===== src/exec_pkg.sv =====
// Shared constants and types of the integer execution block.
// Assumes a single core clock; all users import the whole package.
package exec_pkg;

  // Instruction group handled by the block
  typedef enum logic [3:0] {
    OP_RD_PSR, OP_RD_TBR, OP_RD_WIM, OP_RD_ASR, OP_RD_Y,
    OP_RESTORE, OP_SAVE, OP_RETT, OP_SCAN, OP_SETHI,
    OP_SLL, OP_SMUL, OP_SMULCC
  } op_t;

  // Trap type codes (arbitrary values)
  localparam logic [7:0] TT_ILLEGAL = 8'h01;
  localparam logic [7:0] TT_PRIV = 8'h02;
  localparam logic [7:0] TT_WIN_OVF = 8'h03;
  localparam logic [7:0] TT_WIN_UNF = 8'h04;
  localparam logic [7:0] TT_MISALIGN = 8'h05;

  // Ancillary selector that is implemented
  localparam logic [4:0] ASR_SELECT = 5'd17;

  // Register byte offsets on the bus
  localparam logic [7:0] OFS_PSR = 8'h00;
  localparam logic [7:0] OFS_TBR = 8'h04;
  localparam logic [7:0] OFS_WIM = 8'h08;
  localparam logic [7:0] OFS_Y = 8'h0C;
  localparam logic [7:0] OFS_ASR = 8'h10;

  // Field positions
  localparam int PSR_CWP_LSB = 0;
  localparam int PSR_ET_BIT = 5;
  localparam int PSR_PS_BIT = 6;
  localparam int PSR_S_BIT = 7;
  localparam int PSR_ICC_LSB = 20;
  localparam int TBR_TT_LSB = 4;
  localparam int TBR_BASE_LSB = 12;

  // Reset values
  localparam logic RST_SUPERVISOR = 1'b1;
  localparam logic RST_TRAP_ENABLE = 1'b0;
  localparam logic [2:0] RST_CWP = 3'h0;
  localparam logic [7:0] RST_WIM = 8'h00;
  localparam logic [31:0] RST_WORD = 32'h0000_0000;

  // Multiply latencies in core clock cycles
  localparam logic [2:0] MUL_WORD_CYCLES = 3'd5;
  localparam logic [2:0] MUL_HALF_CYCLES = 3'd3;
  localparam logic [2:0] MUL_BYTE_CYCLES = 3'd2;

  // Bus responses
  localparam logic [1:0] RESP_OKAY = 2'b00;
  localparam logic [1:0] RESP_SLVERR = 2'b10;

endpackage


===== src/mul_if.sv =====
// Carrier between the execution control and the multiplier.
// Assumes both ends run on the same core clock.
`timescale 1ns/10ps
interface mul_if;
  logic start;
  logic [31:0] multiplicand;
  logic [31:0] multiplier;
  logic busy;
  logic done;
  logic [31:0] productLo;
  logic [31:0] productHi;

  modport ctrl (output start, multiplicand, multiplier,
                input busy, done, productLo, productHi);
  modport unit (input start, multiplicand, multiplier,
                output busy, done, productLo, productHi);
endinterface


===== src/mul_unit.sv =====
// Signed 32x32 multiplier with operand-dependent latency.
// Assumes start is only raised while busy is low.
`timescale 1ns/10ps
module mul_unit
  import exec_pkg::*;
(
  // Clock and reset
  input wire logic core_clk,
  input wire logic rst_b,
  // Control side
  mul_if.unit m
);

  logic [63:0] product;
  logic [2:0] count;
  logic [2:0] next_cycles;

  // Latency picked from how many upper bits of the operand copy its sign
  always_comb begin
    next_cycles = MUL_WORD_CYCLES;
    if (&m.multiplier[31:7] || ~|m.multiplier[31:7]) begin
      next_cycles = MUL_BYTE_CYCLES;
    end else if (&m.multiplier[31:15] || ~|m.multiplier[31:15]) begin
      next_cycles = MUL_HALF_CYCLES;
    end
  end

  // Product held in a register so results come out of flip-flops
  always_ff @(posedge core_clk) begin
    if (!rst_b) begin
      product <= 64'h0000_0000_0000_0000;
    end else if (m.start) begin
      product <= $signed(m.multiplicand) * $signed(m.multiplier);
    end
  end

  // Countdown; done is seen one cycle before the control registers it
  always_ff @(posedge core_clk) begin
    if (!rst_b) begin
      m.busy <= 1'b0;
      count <= 3'd0;
    end else if (m.start) begin
      m.busy <= 1'b1;
      count <= next_cycles - 3'd1;
    end else if (m.busy) begin
      if (count == 3'd1) begin
        m.busy <= 1'b0;
      end
      count <= count - 3'd1;
    end
  end

  assign m.done = m.busy && (count == 3'd1);
  assign m.productLo = product[31:0];
  assign m.productHi = product[63:32];

endmodule


===== src/integer_exec_unit.sv =====
// Integer execution block: state reads, windows, trap return, scan,
// upper-immediate load, left shift and signed multiply.
// Assumes one instruction is offered at a time on the issue port and
// that the pipeline around it handles fetch and trap vectoring.
`timescale 1ns/10ps
module integer_exec_unit
  import exec_pkg::*;
(
  // Clock and reset
  input wire logic core_clk,
  input wire logic rst_b,
  // Issue port
  input wire logic issueValid,
  output logic issueReady,
  input wire op_t issueOp,
  input wire logic [31:0] sourceOne,
  input wire logic [31:0] sourceTwo,
  input wire logic [12:0] signedShortImmediate,
  input wire logic useImmediate,
  input wire logic [4:0] sourceOneField,
  input wire logic [4:0] destField,
  input wire logic [21:0] upperImmediate,
  // Completion port
  output logic doneValid,
  output logic resultWrite,
  output logic [31:0] resultData,
  output logic trapValid,
  output logic [7:0] trapCode,
  output logic jumpValid,
  output logic [31:0] jumpTarget,
  output logic errorMode,
  // AXI4-Lite slave
  input wire logic [7:0] s_axi_awaddr,
  input wire logic s_axi_awvalid,
  output logic s_axi_awready,
  input wire logic [31:0] s_axi_wdata,
  input wire logic [3:0] s_axi_wstrb,
  input wire logic s_axi_wvalid,
  output logic s_axi_wready,
  output logic [1:0] s_axi_bresp,
  output logic s_axi_bvalid,
  input wire logic s_axi_bready,
  input wire logic [7:0] s_axi_araddr,
  input wire logic s_axi_arvalid,
  output logic s_axi_arready,
  output logic [31:0] s_axi_rdata,
  output logic [1:0] s_axi_rresp,
  output logic s_axi_rvalid,
  input wire logic s_axi_rready
);

  // Architectural state
  logic [2:0] current_window_pointer;
  logic etBit, psBit, supBit;
  logic [3:0] icc;
  logic [19:0] trapBase;
  logic [7:0] trapTypeField;
  logic [7:0] wim;
  logic [31:0] yReg, asrReg;
  logic ccPending;
  // Bus holding state
  logic awHeld, wHeld;
  logic [7:0] wrAddr;
  logic [31:0] wrData;
  logic [3:0] wrStrb;
  // Decode results
  logic issueFire, isMul, wrFire;
  logic [31:0] opTwo, sum, scanVal, psrWord, tbrWord;
  logic [31:0] psrMerge, tbrMerge, wimMerge;
  logic [2:0] upCwp, downCwp;
  logic next_write, next_trap, next_winCommit, next_rett, next_error;
  logic [31:0] next_result;
  logic [7:0] next_code;
  logic [2:0] next_cwp;

  mul_if mulBus ();

  mul_unit u_mul_unit (
    .core_clk(core_clk),
    .rst_b(rst_b),
    .m(mulBus)
  );

  // Byte-lane merge of a bus write into a register word
  function automatic logic [31:0] laneMerge(input logic [31:0] old,
      input logic [31:0] data, input logic [3:0] strb);
    logic [31:0] res;
    res = old;
    for (int i = 0; i < 4; i++) begin
      if (strb[i]) begin
        res[i*8 +: 8] = data[i*8 +: 8];
      end
    end
    return res;
  endfunction

  // Position of the first set bit seen from the MSB, 63 when empty
  function automatic logic [5:0] firstSetFromMsb(input logic [31:0] v);
    logic [5:0] pos;
    pos = 6'd63;
    for (int i = 0; i < 32; i++) begin
      if (v[i]) begin
        pos = 6'(31 - i);
      end
    end
    return pos;
  endfunction

  assign psrWord = (32'(icc) << PSR_ICC_LSB) | (32'(supBit) << PSR_S_BIT)
      | (32'(psBit) << PSR_PS_BIT) | (32'(etBit) << PSR_ET_BIT)
      | (32'(current_window_pointer) << PSR_CWP_LSB);
  assign tbrWord = (32'(trapBase) << TBR_BASE_LSB)
      | (32'(trapTypeField) << TBR_TT_LSB);

  // Bus write data merged per lane; named so fields can be sliced out
  assign psrMerge = laneMerge(psrWord, wrData, wrStrb);
  assign tbrMerge = laneMerge(tbrWord, wrData, wrStrb);
  assign wimMerge = laneMerge({24'h00_0000, wim}, wrData, wrStrb);

  // Error mode halts issue; a running multiply also holds it off
  assign issueReady = !mulBus.busy && !errorMode;
  assign issueFire = issueValid && issueReady;
  assign isMul = (issueOp == OP_SMUL) || (issueOp == OP_SMULCC);
  assign mulBus.start = issueFire && isMul;
  assign mulBus.multiplicand = sourceOne;
  assign mulBus.multiplier = opTwo;

  // Operand shaping shared by the window ops, trap return and shifts
  always_comb begin
    opTwo = useImmediate ? {{19{signedShortImmediate[12]}},
        signedShortImmediate} : sourceTwo;
    sum = sourceOne + opTwo;
    upCwp = current_window_pointer + 3'd1;
    downCwp = current_window_pointer - 3'd1;
    scanVal = sourceOne ^ 32'($signed(opTwo) >>> 1);
  end

  // Single-cycle instruction decode and trap priority
  always_comb begin
    next_write = 1'b0;
    next_trap = 1'b0;
    next_winCommit = 1'b0;
    next_rett = 1'b0;
    next_error = 1'b0;
    next_result = 32'h0000_0000;
    next_code = TT_ILLEGAL;
    next_cwp = current_window_pointer;
    case (issueOp)
      OP_RD_PSR, OP_RD_TBR, OP_RD_WIM, OP_RD_ASR: begin
        if (!supBit) begin
          next_trap = 1'b1;
          next_code = TT_PRIV;
        end else if (issueOp == OP_RD_ASR
            && sourceOneField != ASR_SELECT) begin
          next_trap = 1'b1;
          next_code = TT_ILLEGAL;
        end else begin
          next_write = 1'b1;
          next_result = (issueOp == OP_RD_PSR) ? psrWord
              : (issueOp == OP_RD_TBR) ? tbrWord
              : (issueOp == OP_RD_WIM) ? {24'h00_0000, wim} : asrReg;
        end
      end
      OP_RD_Y: begin
        next_write = 1'b1;
        next_result = yReg;
      end
      OP_RESTORE, OP_SAVE: begin
        next_cwp = (issueOp == OP_RESTORE) ? upCwp : downCwp;
        if (wim[next_cwp]) begin
          next_trap = 1'b1;
          next_code = (issueOp == OP_RESTORE) ? TT_WIN_UNF : TT_WIN_OVF;
        end else begin
          next_winCommit = 1'b1;
          next_write = 1'b1;
          next_result = sum;
        end
      end
      OP_RETT: begin
        next_cwp = upCwp;
        if (etBit) begin
          next_trap = 1'b1;
          next_code = supBit ? TT_ILLEGAL : TT_PRIV;
        end else if (!supBit) begin
          next_error = 1'b1;
          next_code = TT_PRIV;
        end else if (wim[upCwp]) begin
          next_error = 1'b1;
          next_code = TT_WIN_UNF;
        end else if (sum[1:0] != 2'b00) begin
          next_error = 1'b1;
          next_code = TT_MISALIGN;
        end else begin
          next_rett = 1'b1;
        end
      end
      OP_SCAN: begin
        next_write = 1'b1;
        next_result = {26'h000_0000, firstSetFromMsb(scanVal)};
      end
      OP_SETHI: begin
        next_write = (destField != 5'd0)
            || (upperImmediate != 22'd0);
        next_result = {upperImmediate, 10'h000};
      end
      OP_SLL: begin
        next_write = 1'b1;
        next_result = sourceOne << opTwo[4:0];
      end
      default: begin
        next_write = 1'b0;
      end
    endcase
  end

  // Completion outputs, registered; multiply results land here too
  always_ff @(posedge core_clk) begin
    if (!rst_b) begin
      doneValid <= 1'b0;
      resultWrite <= 1'b0;
      resultData <= RST_WORD;
      trapValid <= 1'b0;
      trapCode <= 8'h00;
      jumpValid <= 1'b0;
      jumpTarget <= RST_WORD;
    end else if (mulBus.done) begin
      doneValid <= 1'b1;
      resultWrite <= 1'b1;
      resultData <= mulBus.productLo;
      trapValid <= 1'b0;
      jumpValid <= 1'b0;
    end else begin
      doneValid <= issueFire && !isMul;
      resultWrite <= issueFire && !isMul && next_write;
      trapValid <= issueFire && !isMul && next_trap;
      jumpValid <= issueFire && next_rett;
      if (issueFire && !isMul) begin
        resultData <= next_result;
        trapCode <= next_code;
        jumpTarget <= sum;
      end
    end
  end

  // Processor state; instruction effects win over a bus write
  always_ff @(posedge core_clk) begin
    if (!rst_b) begin
      current_window_pointer <= RST_CWP;
      etBit <= RST_TRAP_ENABLE;
      psBit <= RST_SUPERVISOR;
      supBit <= RST_SUPERVISOR;
      icc <= 4'h0;
    end else begin
      if (wrFire && wrAddr == OFS_PSR) begin
        {icc, supBit, psBit, etBit, current_window_pointer} <= {psrMerge[PSR_ICC_LSB +: 4],
            psrMerge[PSR_S_BIT -: 3], psrMerge[PSR_CWP_LSB +: 3]};
      end
      if (issueFire && (next_winCommit || next_rett)) begin
        current_window_pointer <= next_cwp;
      end
      if (issueFire && next_rett) begin
        supBit <= psBit;
        etBit <= 1'b1;
      end
      if (mulBus.done && ccPending) begin
        icc <= {mulBus.productLo[31], mulBus.productLo == 32'd0,
            2'b00};
      end
    end
  end

  // Trap base, window mask, multiply-high and ancillary registers
  always_ff @(posedge core_clk) begin
    if (!rst_b) begin
      trapBase <= 20'h0_0000;
      trapTypeField <= 8'h00;
      wim <= RST_WIM;
      yReg <= RST_WORD;
      asrReg <= RST_WORD;
      ccPending <= 1'b0;
      errorMode <= 1'b0;
    end else begin
      if (wrFire && wrAddr == OFS_TBR) begin
        {trapBase, trapTypeField} <= tbrMerge[31:TBR_TT_LSB];
      end
      if (wrFire && wrAddr == OFS_WIM) begin
        wim <= wimMerge[7:0];
      end
      if (wrFire && wrAddr == OFS_Y) begin
        yReg <= laneMerge(yReg, wrData, wrStrb);
      end
      if (wrFire && wrAddr == OFS_ASR) begin
        asrReg <= laneMerge(asrReg, wrData, wrStrb);
      end
      if (issueFire && next_error) begin
        trapTypeField <= next_code;
        errorMode <= 1'b1;
      end
      if (mulBus.start) begin
        ccPending <= (issueOp == OP_SMULCC);
      end
      if (mulBus.done) begin
        yReg <= mulBus.productHi;
      end
    end
  end

  // Bus write side: address and data taken in either order
  assign s_axi_awready = !awHeld && !s_axi_bvalid;
  assign s_axi_wready = !wHeld && !s_axi_bvalid;
  assign wrFire = awHeld && wHeld && !s_axi_bvalid;
  always_ff @(posedge core_clk) begin
    if (!rst_b) begin
      awHeld <= 1'b0;
      wHeld <= 1'b0;
      wrAddr <= 8'h00;
      wrData <= RST_WORD;
      wrStrb <= 4'h0;
      s_axi_bvalid <= 1'b0;
      s_axi_bresp <= RESP_OKAY;
    end else begin
      if (s_axi_awvalid && s_axi_awready) begin
        awHeld <= 1'b1;
        wrAddr <= {s_axi_awaddr[7:2], 2'b00};
      end
      if (s_axi_wvalid && s_axi_wready) begin
        wHeld <= 1'b1;
        wrData <= s_axi_wdata;
        wrStrb <= s_axi_wstrb;
      end
      if (wrFire) begin
        awHeld <= 1'b0;
        wHeld <= 1'b0;
        s_axi_bvalid <= 1'b1;
        s_axi_bresp <= (wrAddr > OFS_ASR) ? RESP_SLVERR : RESP_OKAY;
      end else if (s_axi_bready) begin
        s_axi_bvalid <= 1'b0;
      end
    end
  end

  // Bus read side: one cycle from address to data
  assign s_axi_arready = !s_axi_rvalid;
  always_ff @(posedge core_clk) begin
    if (!rst_b) begin
      s_axi_rvalid <= 1'b0;
      s_axi_rdata <= RST_WORD;
      s_axi_rresp <= RESP_OKAY;
    end else if (s_axi_arvalid && s_axi_arready) begin
      s_axi_rvalid <= 1'b1;
      s_axi_rresp <= RESP_OKAY;
      case ({s_axi_araddr[7:2], 2'b00})
        OFS_PSR: s_axi_rdata <= psrWord;
        OFS_TBR: s_axi_rdata <= tbrWord;
        OFS_WIM: s_axi_rdata <= {24'h00_0000, wim};
        OFS_Y: s_axi_rdata <= yReg;
        OFS_ASR: s_axi_rdata <= asrReg;
        default: begin
          s_axi_rdata <= RST_WORD;
          s_axi_rresp <= RESP_SLVERR;
        end
      endcase
    end else if (s_axi_rready) begin
      s_axi_rvalid <= 1'b0;
    end
  end
endmodule


===== config.mk =====
export PLATFORM = sky130hd
export DESIGN_NAME = integer_exec_unit
export DESIGN_NICKNAME = d
export VERILOG_FILES = /design/src/exec_pkg.sv /design/src/mul_if.sv /design/src/mul_unit.sv /design/src/integer_exec_unit.sv
export SDC_FILE = /design/constraint.sdc
export NUM_CORES = 2
export LEC_CHECK = 0
export BUFFER_PORTS_ARGS = -buffer_cell sky130_fd_sc_hd__clkbuf_2
export CELL_PAD_IN_SITES_DETAIL_PLACEMENT = 0
export CELL_PAD_IN_SITES_GLOBAL_PLACEMENT = 1
export CORE_ASPECT_RATIO = 0.8
export CORE_MARGIN = 1.5
export CORE_UTILIZATION = 38
export CTS_CLUSTER_DIAMETER = 30
export DETAILED_ROUTE_END_ITERATION = 12
export HOLD_SLACK_MARGIN = 0.06
export PLACE_DENSITY = 0.77
export SYNTH_ARGS = -nofsm -noshare
export SYNTH_HDL_FRONTEND = slang
export SYNTH_SLANG_ARGS = --single-unit

===== constraint.sdc =====
create_clock -name core_clk -period 15.2 [get_ports core_clk]
set_clock_uncertainty 0.1 [all_clocks]
set_input_delay 0.76 -clock core_clk [delete_from_list [all_inputs] [get_ports core_clk]]
set_output_delay 0.76 -clock core_clk [all_outputs]
set_load 0.05 [all_outputs]

## After elaboration in Yosys (flattened, before gate mapping)

Index checks and enable logic that the tools add are counted.

- Bits in registers: 338
- Input port bits: 174
- Output and inout port bits: 119

- Add/sub/neg operators: 5
- Multiply operators: 1
- $lt $le $gt $ge: 3
- Equal/unequal tests: 23
- Shift operators: 1
- Muxes and demuxes: 114
- Bitwise logic cells: 8
- Reduce and logical (&&, ||, !) cells: 80

Operator list:

| operator | number |
|---|---|
| 32-bit 2-to-1 mux | 11 |
| 6-bit 2-to-1 mux | 32 |
| 32-bit one-hot mux with 6 select lines | 1 |
| 32-bit one-hot mux with 5 select lines | 1 |
| 8-bit 2-to-1 mux | 13 |
| 32-bit by 32-bit multiplier with 64-bit output | 1 |
| 3-bit 2-to-1 mux | 12 |
| 1-bit 2-to-1 mux | 33 |
| 32-bit adder | 1 |
| 32-bit zero test | 1 |
| 32-bit by 12-bit bitwise OR with 32-bit output | 1 |
| 32-bit by 5-bit << shifter with 32-bit output | 1 |
| 32-bit XOR | 1 |
| 2-bit nonzero test | 14 |
| 25-bit AND reduction | 1 |
| 25-bit OR reduction | 1 |
| 6-bit by 2-bit == test with 1-bit output (second input constant) | 4 |
| 1-bit logical AND | 24 |
| 24-bit by 3-bit bitwise OR with 24-bit output | 1 |
| 24-bit by 6-bit bitwise OR with 24-bit output | 1 |
| 24-bit by 7-bit bitwise OR with 24-bit output | 1 |
| 24-bit by 8-bit bitwise OR with 24-bit output | 1 |
| 8-bit one-hot mux with 3 select lines | 1 |
| 2-bit AND reduction | 11 |
| other kinds (33) | 66 |

## Logic depth before layout (Yosys ltp)

- Depth in word-level cells: 37
- Depth in mapped cells: 35
- Mapped depth without buffers: 29

## Hierarchy

From an unflattened synthesis, not the netlist that was laid out.

- Cell total of the unflattened synthesis: 6527
- Area, all modules: 56374.1 um^2

Modules (own cells, without submodules):

| module | instances | cells an instance | area an instance (um^2) | seq. area each (um^2) |
|---|---|---|---|---|
| mul_unit | 1 | 4239 | 39288.9 | 1361.3 |
| integer_exec_unit | 1 | 2288 | 17085.1 | 5265.0 |

## Least setup slack after synthesis

OpenSTA, ideal clock, no wires.

- Path type: input to register
- Start point: input useImmediate
- End point: register u_mul_unit.product[61]
- Arrival time: 9508 ps
- Path slack: 5475 ps
- Stages on the path: 30
- Path buffers: 6
- Path through: buf_2 > buf_2 > mux2i_2 > inv_2 > buf_2 > clkbuf_1 > clkbuf_1 > nand2_1 > inv_1 > fa_1 > fa_1 > fa_1 > fa_1 > inv_1 > fa_1 > inv_1 > fa_1 > fa_1 > inv_1 > fa_1 > inv_1 > ha_1 > clkbuf_1 > nand4_1 > nor4b_2 > o21a_2 > o311ai_4 > a2111oi_1 > o21ai_0 > a32o_1

- Word-level cells in the longest chain between the ends: 2

Ends and longest elaborated chain:

| what | line | text |
|---|---|---|
| start: declaration | integer_exec_unit.sv:19 | `input wire logic useImmediate,` |
| 32-bit 2-to-1 mux | integer_exec_unit.sv:130 | `opTwo = useImmediate ? {{19{signedShortImmediate[12]}},` |
| 32-bit by 32-bit multiplier with 64-bit output | mul_unit.sv:33 | `product <= $signed(m.multiplicand) * $signed(m.multiplier);` |
| end signal: assignment | mul_unit.sv:33 |  |
| end: declaration | mul_unit.sv:14 | `logic [63:0] product;` |

Every way passes these cells.
A chain may end at the register's enable or synchronous reset.

## Worst setup path after layout

Ends and elaborated chain as after synthesis.

==> flow_summary.ini <==
[logic_synthesis]
synth_edf_count = 0
yosys.cell_types.count = 93
ys_top_cells_by_area = fa_1, dfxtp_1, nand2_1, inv_1, ha_1
avgSynthCellArea_um2 = 8.55
synth_flop_cell = dfxtp_1
synth_top_area_share_pct = 39.5
ys_seq_area_share_pct = 12.1
ys_async_sr_fraction_pct = 0
syn_area_um2 = 54900
synthCells = 6416
ys_ff_latch = 331
synth_top_area_cell = fa_1
yosys_warnings = 0

[detailed_routing]
final_antenna_net_count = 0
wl_per_cell_um = 23.2
drc = 0
drt-total-wl_um = 195000
dr.pass1.iters = 9
drt_iter0_drc = 4676
vias = 46000
via_per_inst = 5.48

[sta]
setup_viol = 0
rsz0062_at_grt = no
setup_tns_ns = 0
drv_slew = 0
max_freq_ghz = 0.0959
worstMarginPinSlew_ns = 1.38
finalCritPeriodShare_pct = 68.6
period_needed_ns = 10.43
slew_headroom_pct = 7.69
hold_viol = 0
layout_setup_ws_ns = 4.77

[critical_path]
crit_buf_inv = 5
crit_type = input port to register
cp_max_fo = 20
crit_family = adder cells
reg2reg_from = current_window_pointer[0]
cp_num_cells = 25
crit_arrival_ns = 10.79
rr_worst_depth = 10
crit_path_start = useImmediate
end_kind = register
worstSetupStartpointType = input port
cp.required_ns = 15.56
cp_common_cell = fa_1
slowest_stage = and2_1
slowest_delay_ns = 0.88

[clock_network]
clock_sinks = 331
clk_pin_slew_worst_paths_ns = 0.06
cts_hold_buffers = 0
clock_latency_ns = 0.59
clockBufferDepth = 3
cts_setup_buffers = 0
ctsHtreeMaxLevel = 2
cts_buffers = 52
ctsResizeCount = 0
clockRootBuffer = clkbuf_16
cts_tree = yes

[cells_and_area]
drive_gt1_share_pct = 8.51
nets = 7966
area_growth_syn_to_layout_pct = 9.00
stdcell_count = 8395

[floorplan]
dieArea_um2 = 147000
num_rows = 124
die_h_um = 343
ios = 293
die_x_um = 428
initial_core_util_pct = 38.3
coreArea_um2 = 143000

[global_routing]
grt_pass1_vias = 47500
grt_overflow = 0
track_usage_pct = 26.8
antenna_found_initial = 7
grt_max_degree = 100
grt_pass1_wl_um = 298000

[run]
cap_violations = 0

[status]
run_status = finished clean

[worst_hold_path]
min_path_cells = 2
worstHoldStart = s_axi_rready
hold_path_class = input port to register

[place]
hpwl_um = 152000
gp_congestion = 0.960
dp_cells = 8293
place_ws_ns = 4.23
place.port_buffers = 281
-- sequential cells by signal, summed over array words and instances, names as in the netlist, 4 cells and up, named ones only --
signal / cells
wim: 8
trapBase: 20
u_mul_unit.product: 64
yReg: 32
trapTypeField: 8
jumpTarget: 32
wrStrb: 4
wrAddr: 6
wrData: 32
asrReg: 32
resultData: 32
s_axi_rdata: 32
-- synthesized netlist by cell type (26+ instances only) --
cell type  instances
a211oi_1          40
a21o_1            62
a21oi_1          329
a222oi_1          39
a22oi_1           44
a311oi_1          35
a31oi_1           44
and2_1           350
buf_1             38
clkbuf_1         316
dfxtp_1          331
fa_1            1083
ha_1             252
inv_1           1159
mux2i_1           63
nand2_1         1171
nand3_1          116
nand4_1           30
nor2_1           242
nor3_1            50
nor4_1            27
o21ai_0          129
xnor2_1           63
xor2_1            26
-- final timing paths --
check / slack (ns) / endpoint
min: 0.26 / s_axi_rvalid
min reg2reg: 0.35 / u_mul_unit.product[42]
max reg2reg: 11.55 / resultData[0]
max: 4.77 / u_mul_unit.product[61]
-- metrics by stage --
step	cell area [um^2]	util (%)	hold slack [ns]
CTS	59800	41.8	0.235
global placement	57900	40.4	0.344
finish	59800	41.8	0.258
floorplan	54900	-	0.325
detailed placement	57900	40.4	0.348
global route	59800	41.8	0.240
-- layer usage --
layer  track usage, %  vias up  share of wire [%]
met5                0        -             0.0067
met4             7.37        2                3.2
met3             4.07      297                7.7
met2             43.1     1845                 46
met1             37.5    23700                 43
li1                 -    20100                  -
-- cell usage in the layout, fill, tap and decap left out, drive strengths merged, types with 11 or more instances in the layout --
cell type,count
inv,1174
nand2,1171
fa,1083
and2,351
clkbuf,345
dfxtp,331
a21oi,329
ha,252
nor2,242
o21ai,135
nand3,117
buf,93
mux2i,69
xnor2,63
a21o,62
nor3,51
a31oi,44
a22oi,44
a211oi,42
a222oi,39
a311oi,35
nand4,30
nor4,28
xor2,26
and3,25
o21bai,19
nor2b,17
mux4,17
o211ai,17
mux2,16
o22ai,15
or2,15
a221oi,14
clkinv,12
o21a,11
o31ai,11
-- area by class of cell --
type                       instances  area (um^2)
multi-input combinational       4531        42400
fill                           14400        83300
timing repair buffer             374         2100
inverter                        1167         4390
tap                             1890         2360
clock buffer                      64         1450
clock inverter                    32          474
antenna                            6         15.0
sequential                       331         6630
-- cells by family (layout without fill, tap and decap cells) --
logic type	after synthesis	in the layout	synth area share (%)
compound gates	898	898	10.7
xor+xnor	89	89	1.42
fa+ha+maj	1336	1336	45.3
buf+inv	1560	1637	10.8
flops	331	331	12.1
mux	102	102	2.36
other cells	1	13	0.00684
simple gates	2099	2099	17.3
Power is left out: the tool's default activity adds up to more than one toggle a clock period on the data nets, which glitch-free logic cannot reach.
